===== config.mk =====
export PLATFORM = sky130hd
export DESIGN_NAME = via_top
export DESIGN_NICKNAME = d
export VERILOG_FILES = /design/src/via_pkg.sv /design/src/via_top.sv
export VERILOG_INCLUDE_DIRS = /design/src /design/src/src
export SDC_FILE = /design/constraint.sdc
export NUM_CORES = 1
export LEC_CHECK = 0
export BUFFER_PORTS_ARGS = -buffer_cell sky130_fd_sc_hd__buf_2
export CELL_PAD_IN_SITES_DETAIL_PLACEMENT = 1
export CELL_PAD_IN_SITES_GLOBAL_PLACEMENT = 1
export CORE_MARGIN = 3
export CORE_UTILIZATION = 35
export CTS_CLUSTER_SIZE = 25
export DETAILED_ROUTE_END_ITERATION = 7
export PLACE_DENSITY_LB_ADDON = 0.1
export SYNTH_ARGS = -nofsm -noshare
export SYNTH_HDL_FRONTEND = slang
export SYNTH_SLANG_ARGS = --single-unit

===== constraint.sdc =====
create_clock -name core_clk -period 39 [get_ports core_clk]
set_input_delay 7.8 -clock core_clk [delete_from_list [all_inputs] [get_ports core_clk]]
set_output_delay 7.8 -clock core_clk [all_outputs]
set_load 0.01 [all_outputs]

===== src/via_map.svh =====
`ifndef VIA_MAP_SVH
`define VIA_MAP_SVH

// Register offsets
`define VIA_NMI_CTRL_OFS 5'h00
`define VIA_IEN_LOW_OFS 5'h01
`define VIA_IEN_HIGH_OFS 5'h02
`define VIA_PRIO_OFS 5'h04
`define VIA_FLAG_OFS 5'h08
`define VIA_MASK_OFS 5'h10
`define VIA_ACTIVE_OFS 5'h18
`define VIA_GRANT_OFS 5'h19

// Field positions and widths
`define VIA_GLOBAL_EN_BIT 7
`define VIA_NMI_SRC_CNT 6

// Reset values
`define VIA_NMI_CTRL_RST 6'h00
`define VIA_IEN_RST 14'h0000
`define VIA_GLOBAL_EN_RST 1'b0
`define VIA_PRIO_RST 28'h0000000
`define VIA_FLAG_RST 40'h0000000000
`define VIA_MASK_RST 40'hffffffffff

// Vectors
`define VIA_VEC_BASE 16'h0003
`define VIA_VEC_STEP 16'h0008
`define VIA_VEC_NMI 16'h0073

// Levels
`define VIA_NMI_LEVEL 3'h4

`endif


===== src/via_pkg.sv =====
package via_pkg;
    typedef logic [2:0] via_level_t;
    typedef logic [3:0] via_pos_t;
    typedef logic [15:0] via_vec_t;
    typedef logic [39:0] via_src_t;
endpackage


===== src/via_top.sv =====
// Implementation choices: the placing of the registers and the plain strobed port.
`timescale 1ns/100ps
`include "via_map.svh"
module via_top
    import via_pkg::*;
#(
    parameter int NODES = 14,
    parameter int SOURCES = 40
) (
    input wire logic core_clk, // System clock, 40 MHz
    input wire logic rst, // Synchronous reset, active high
    input wire logic [4:0] reg_addr, // Register address
    input wire logic [7:0] reg_wdata, // Register write data
    input wire logic reg_wr, // Write strobe
    input wire logic reg_rd, // Read strobe
    output logic [7:0] reg_rdata, // Read data, cycle after strobe
    input wire logic [39:0] src_event, // One-cycle source event pulses
    output logic int_req, // Level request to the core
    output logic [15:0] int_vec, // Vector of the pending grant
    input wire logic int_ack, // Core takes the vector
    input wire logic int_reti // Core returns from service
);

    generate
        if (NODES != 14 || SOURCES != 40) begin : g_check
            $error("via_top supports exactly 14 nodes and 40 sources");
        end
        if (`VIA_NMI_SRC_CNT != 6) begin : g_nmi_check
            $error("via_top expects six non-maskable sources");
        end
    endgenerate

    ////////////////////////////////////////////////////////////////////////
    // Source layout: 0-5 non-maskable, then node groups in polling order

    // Polling position of a source: 0 is the non-maskable node, k+1 is node k
    function automatic via_pos_t src_pos(input int i);
        via_pos_t p;
        p = 4'h0;
        if (i < 6) begin
            p = 4'h0;
        end else if (i < 11) begin
            p = 4'(i - 5);
        end else if (i < 15) begin
            p = 4'h6;
        end else if (i < 19) begin
            p = 4'h7;
        end else if (i < 20) begin
            p = 4'h8;
        end else if (i < 27) begin
            p = 4'h9;
        end else if (i < 32) begin
            p = 4'ha;
        end else begin
            p = 4'(11 + (i - 32) / 2);
        end
        return p;
    endfunction

    // Set of sources that feed one polling position
    function automatic via_src_t pos_sources(input int p);
        via_src_t m;
        m = '0;
        for (int i = 0; i < SOURCES; i++) begin
            if (src_pos(i) == 4'(p)) begin
                m[i] = 1'b1;
            end
        end
        return m;
    endfunction

    // Address inside a run of consecutive byte registers
    function automatic logic in_window(input logic [4:0] addr, input logic [4:0] base, input logic [2:0] count);
        logic hit;
        hit = addr >= base && addr < base + 5'(count);
        return hit;
    endfunction

    // Fixed vector of a polling position
    function automatic via_vec_t pos_vector(input via_pos_t p);
        via_vec_t v;
        v = `VIA_VEC_NMI;
        if (p != 4'h0) begin
            v = `VIA_VEC_BASE + `VIA_VEC_STEP * via_vec_t'(p - 4'h1);
        end
        return v;
    endfunction

    ////////////////////////////////////////////////////////////////////////
    // Registers

    logic [5:0] nmi_control_register_q;
    logic [13:0] node_enable_q;
    logic global_enable_q;
    logic [27:0] prio_q;
    via_src_t flag_q;
    via_src_t flag_d;
    via_src_t mask_q;
    logic [4:0] active_q;
    logic [4:0] active_d;
    logic [7:0] rdata_q;
    logic req_q;
    via_vec_t vec_q;
    via_level_t grant_lvl_q;
    via_pos_t grant_pos_q;

    // Address decode, shared by the write strobes and the read mux
    wire sel_nmi = reg_addr == `VIA_NMI_CTRL_OFS;
    wire sel_ien_low = reg_addr == `VIA_IEN_LOW_OFS;
    wire sel_ien_high = reg_addr == `VIA_IEN_HIGH_OFS;
    wire sel_prio = in_window(reg_addr, `VIA_PRIO_OFS, 3'h4);
    wire sel_flag = in_window(reg_addr, `VIA_FLAG_OFS, 3'h5);
    wire sel_mask = in_window(reg_addr, `VIA_MASK_OFS, 3'h5);
    wire sel_active = reg_addr == `VIA_ACTIVE_OFS;
    wire sel_grant = reg_addr == `VIA_GRANT_OFS;
    wire [1:0] byte_sel = reg_addr[1:0];
    wire wr_nmi = reg_wr && sel_nmi;
    wire wr_ien_low = reg_wr && sel_ien_low;
    wire wr_ien_high = reg_wr && sel_ien_high;
    wire wr_prio = reg_wr && sel_prio;
    wire wr_flag = reg_wr && sel_flag;
    wire wr_mask = reg_wr && sel_mask;

    // Byte-wide write data spread to the 40-bit source layout
    wire [5:0] src_byte_shift = {reg_addr[2:0], 3'h0};
    wire via_src_t wide_wdata = via_src_t'(reg_wdata) << src_byte_shift;
    wire via_src_t wide_lane = via_src_t'(8'hff) << src_byte_shift;
    wire via_src_t flag_clr = wr_flag ? wide_wdata : '0;

    // Set wins over a clear in the same cycle
    assign flag_d = (flag_q & ~flag_clr) | src_event;

    always_ff @(posedge core_clk) begin
        if (rst) begin
            flag_q <= `VIA_FLAG_RST;
        end else begin
            flag_q <= flag_d;
        end
    end

    always_ff @(posedge core_clk) begin
        if (rst) begin
            mask_q <= `VIA_MASK_RST;
        end else if (wr_mask) begin
            mask_q <= (mask_q & ~wide_lane) | wide_wdata;
        end
    end

    always_ff @(posedge core_clk) begin
        if (rst) begin
            nmi_control_register_q <= `VIA_NMI_CTRL_RST;
        end else if (wr_nmi) begin
            nmi_control_register_q <= reg_wdata[5:0];
        end
    end

    always_ff @(posedge core_clk) begin
        if (rst) begin
            node_enable_q <= `VIA_IEN_RST;
            global_enable_q <= `VIA_GLOBAL_EN_RST;
        end else if (wr_ien_low) begin
            node_enable_q[5:0] <= reg_wdata[5:0];
            global_enable_q <= reg_wdata[`VIA_GLOBAL_EN_BIT];
        end else if (wr_ien_high) begin
            node_enable_q[13:6] <= reg_wdata;
        end
    end

    always_ff @(posedge core_clk) begin
        if (rst) begin
            prio_q <= `VIA_PRIO_RST;
        end else if (wr_prio && byte_sel != 2'h3) begin
            prio_q[{byte_sel, 3'h0} +: 8] <= reg_wdata;
        end else if (wr_prio) begin
            prio_q[27:24] <= reg_wdata[3:0];
        end
    end

    ////////////////////////////////////////////////////////////////////////
    // Node requests

    via_src_t live;
    logic [14:0] pos_req;
    via_level_t pos_lvl [15];

    // Non-maskable sources pass only with their own control bit
    assign live = flag_q & mask_q & {{(SOURCES - `VIA_NMI_SRC_CNT){1'b1}}, nmi_control_register_q};

    // Non-maskable level sits above every programmable level, so it always wins
    assign pos_req[0] = |(live & pos_sources(0));
    assign pos_lvl[0] = `VIA_NMI_LEVEL;

    genvar gk;
    generate
        for (gk = 0; gk < NODES; gk++) begin : g_node
            // Shared enable gates the whole node, the flags stay visible
            assign pos_req[gk + 1] = |(live & pos_sources(gk + 1)) && node_enable_q[gk] && global_enable_q;
            assign pos_lvl[gk + 1] = {1'b0, prio_q[2 * gk +: 2]};
        end
    endgenerate

    ////////////////////////////////////////////////////////////////////////
    // Arbitration

    via_level_t win_lvl;
    via_pos_t win_pos;
    logic win_any;

    // Walking downward with >= lets the lowest position win a tie
    always_comb begin
        win_lvl = 3'h0;
        win_pos = 4'h0;
        win_any = 1'b0;
        for (int p = 14; p >= 0; p--) begin
            if (pos_req[p] && (!win_any || pos_lvl[p] >= win_lvl)) begin
                win_lvl = pos_lvl[p];
                win_pos = 4'(p);
                win_any = 1'b1;
            end
        end
    end

    // Nothing in service at or above the winner's level
    wire preempt = win_any && (active_q >> win_lvl) == 5'h00;

    wire via_vec_t win_vec = pos_vector(win_pos);

    // An ack is honoured only while a request stands
    wire ack_take = int_ack && req_q;

    // The grant freezes in the cycle of the ack so the core sees one vector
    always_ff @(posedge core_clk) begin
        if (rst) begin
            req_q <= 1'b0;
            vec_q <= 16'h0000;
            grant_lvl_q <= 3'h0;
            grant_pos_q <= 4'h0;
        end else if (ack_take) begin
            req_q <= 1'b0;
        end else begin
            req_q <= preempt;
            vec_q <= win_vec;
            grant_lvl_q <= win_lvl;
            grant_pos_q <= win_pos;
        end
    end

    ////////////////////////////////////////////////////////////////////////
    // In-service levels, one bit per level

    logic [4:0] top_bit;

    // Isolate the highest set bit; that is the level being left on return
    always_comb begin
        top_bit = 5'h00;
        for (int l = 0; l < 5; l++) begin
            if (active_q[l]) begin
                top_bit = 5'h01 << l;
            end
        end
    end

    always_comb begin
        active_d = active_q;
        if (int_reti) begin
            active_d = active_d & ~top_bit;
        end
        // A return and a take in one cycle: the return is applied first
        if (ack_take) begin
            active_d = active_d | (5'h01 << grant_lvl_q);
        end
    end

    always_ff @(posedge core_clk) begin
        if (rst) begin
            active_q <= 5'h00;
        end else begin
            active_q <= active_d;
        end
    end

    ////////////////////////////////////////////////////////////////////////
    // Read path

    wire [7:0] flag_byte = 8'(flag_q >> src_byte_shift);
    wire [7:0] mask_byte = 8'(mask_q >> src_byte_shift);
    wire [7:0] prio_byte = 8'({4'h0, prio_q} >> {byte_sel, 3'h0});
    wire [7:0] nmi_byte = {2'h0, nmi_control_register_q};
    wire [7:0] ien_low_byte = {global_enable_q, 1'b0, node_enable_q[5:0]};
    wire [7:0] active_byte = {3'h0, active_q};
    wire [7:0] grant_byte = {req_q, grant_lvl_q, grant_pos_q};
    logic [7:0] rd_mux;

    // Unmapped addresses read as zero so software can probe the map safely

    always_comb begin
        rd_mux = 8'h00;
        if (sel_nmi) begin
            rd_mux = nmi_byte;
        end else if (sel_ien_low) begin
            rd_mux = ien_low_byte;
        end else if (sel_ien_high) begin
            rd_mux = node_enable_q[13:6];
        end else if (sel_prio) begin
            rd_mux = prio_byte;
        end else if (sel_flag) begin
            rd_mux = flag_byte;
        end else if (sel_mask) begin
            rd_mux = mask_byte;
        end else if (sel_active) begin
            rd_mux = active_byte;
        end else if (sel_grant) begin
            rd_mux = grant_byte;
        end
    end

    always_ff @(posedge core_clk) begin
        if (rst) begin
            rdata_q <= 8'h00;
        end else if (reg_rd) begin
            rdata_q <= rd_mux;
        end else begin
            rdata_q <= 8'h00;
        end
    end

    assign reg_rdata = rdata_q;
    assign int_req = req_q;
    assign int_vec = vec_q;

endmodule // via_top


==> metrics <==
status=finished clean; fin util=0.409; Final period util=0.486; row cnt=56; GRT Overall Usage=0.259; Synthesized Nets=1152; I/O pins=84; setup repair after global routing missed its margin=false; crit path launch type=flop; drt via density=5.93; Sw Share=0.289; Final setup viols=0; initial antenna violation count=1; Hold Path Class=flop to flop; top_reg_cell synth=dfxtp_1; vias in the first global route=8323; post-CTS sizing=0; placed wire-length estimate=25.0 mm; Maximum Capacitance Violations=0; Lkg Pwr=3.77 nW; total die area=26300 sq um; Critical Path Most Common Cell=a21oi_1; slowest CP cell=dfxtp_1; CTS tree=done; CTS Buf Count=17; first-pass iteration count of the detailed router=5; number of port buffers=82; Hold Violations, Final=0; synthesis-to-finish area growth=13.8%; Worst Path Max Fanout=16; nets=1190; number of synthesized flops with an enable pin=0; kind of critical path=flop to flop; post-route minimum period=18.97 ns; Clock power frac=0.468; crit-path max cell delay=0.68 ns; Synth top area share=0.366; synthesized instance count=1065; WP data arrival=19.33 ns; setup bufs post-CTS=0; number of remaining DRC errors=0; sw power=109 uW; normalized max-slew margin=0.215; crit end category=flop; Peak VDD IR=0.0000205 V; global-route wire length before repair=51.7 mm; DRT iter0 DRCs=804; Avg Inst Size Synth=8.02 sq um; Antenna Violating Nets Remaining=0; Initial Util=0.360; asr flop ratio synth=0; Inserted Diodes=0; setup TNS=0 ns; Clock Pin Slew Worst Setup and Hold Paths=0.08 ns; largest net degree at the start of global routing=76; YS warnings=0; cell with the most instances after synthesis=dfxtp_1; wire per inst=23.9 um; Worst-Skew Late Latency=0.44 ns; via count=8514; max-slew violations=0; layout cell share with drive strength beyond 1=0.135; die width=162 um; distinct cell type count after synthesis=71; CTS Hold Buffers Added=0; power share of the sequential group=0.446; FILL cells=2876; Synth top cells by count=dfxtp_1, a21oi_1, nor2_1, nand2_1, clkbuf_1; area leader, netlist=dfxtp_1; Clock Path Buffers=2; worst-margin pin slew=1.17 ns; H-tree depth=4; CTS sink count=156; required time worst endpoint=39.37 ns; P_int=268 uW; Syn Std Cell Area=8540 sq um; clock skew=0.0151 ns; pwr/cell area=38.7 nW/um^2; top post-synthesis cells by area=dfxtp_1, a21oi_1, nor2_1; Comb power frac=0.085; sequential fraction of the synthesis area=0.366; max frequency=0.0527 GHz; Placer Congestion=0.906; post-synthesis register bit count=156; gr ovfl total=0; die height=162 um; core area=23800 sq um; final wirelength=34.3 mm; CTS Root Cell=clkbuf_16
[cell usage in the layout, fill, tap and decap left out, types with 17 or more instances in the layout]
master and count:
nand3_1 49, nor2_1 131, a21oi_1 140, mux2i_1 40
nand2b_1 21, a22oi_1 26, o21ai_0 21, nand2_1 124
a221o_1 41, inv_1 26, dfxtp_1 156, ha_1 28
buf_2 81, clkbuf_16 17
[critical path, delay by kind of cell, from the launching register on]
kind,cells,cell delay (ns)
AO/OA/AOI/OAI,36,7.60
buffers and inverters,2,0.17
multiplexers,3,1.17
adder cells (fa/ha/maj),14,3.71
AND/OR/NAND/NOR,34,5.54
flip-flops,1,0.68
[registers in the layout, indices dropped and copies added, names as in the netlist]
register,flops
flag_q,40
mask_q,40
prio_q,28
node_enable_q,14
reg_rdata,8
int_vec,6
nmi_control_register_q,6
active_q,5
grant_pos_q,4
grant_lvl_q,3
global_enable_q,1
int_req,1
[power groups by stage]
stage	logic (mW)	clock network, mW	registers [mW]
finish	0.0322	0.176	0.168
global route	0.0347	0.186	0.168
CTS	0.0319	0.178	0.168
detailed placement	0.0317	0	0.172
global placement	0.0316	0	0.172
floorplan	0.0195	0	0.169
[final timing paths]
kind / depth (start not counted) / to / start / slack [ns]
worst min-delay path: 2 / prio_q[10] / prio_q[10] / 0.48
worst max-delay path: 89 / int_vec[14] / global_enable_q / 20.03
worst max register to register: 89 / int_vec[14] / global_enable_q / 20.03
worst min register to register: 2 / prio_q[10] / prio_q[10] / 0.48
[routing by layer]
metal	GRT usage	vias up	wire (um)
met5	0	-	0
met1	0.373	4224	16000
met4	0.0651	0	559
li1	-	3949	-
met2	0.395	303	15000
met3	0.0556	38	2690
[cells by family (layout without fill, tap and decap cells)]
logic type / after synthesis / after routing / synth area share
AND/OR/NAND/NOR: 416 / 416 / 0.227
multiplexers: 48 / 48 / 0.0640
adder cells (fa/ha/maj): 28 / 28 / 0.0410
XOR/XNOR: 2 / 2 / 0.00205
AO/OA/AOI/OAI: 316 / 316 / 0.251
buffers and inverters: 98 / 149 / 0.0485
flip-flops: 156 / 156 / 0.366
other: 1 / 1 / 0.000439
[cell type report]
cell class                 instances  area [sq um]  area share
inverter                          26          97.6      0.0100
multi-input combinational        811          5010       0.516
clock buffer                      18           439      0.0452
tap                              319           399      0.0411
sequential                       156          3120       0.321
clock inverter                    14           168      0.0173
timing repair buffer              91           480      0.0495
[stage by stage]
step	setup WS, ns	hold slack (ns)	cells	instance area, sq um	power [mW]
after floorplan	22.68	0.432	1065	8540	0.189
after global placement	20.76	0.462	1403	9110	0.203
after detailed placement	20.12	0.471	1403	9110	0.203
after CTS	20.01	0.481	1435	9720	0.378
after global routing	18.18	0.505	1435	9720	0.389
final	20.03	0.478	1435	9720	0.376
(Power assumes the default switching activity.)
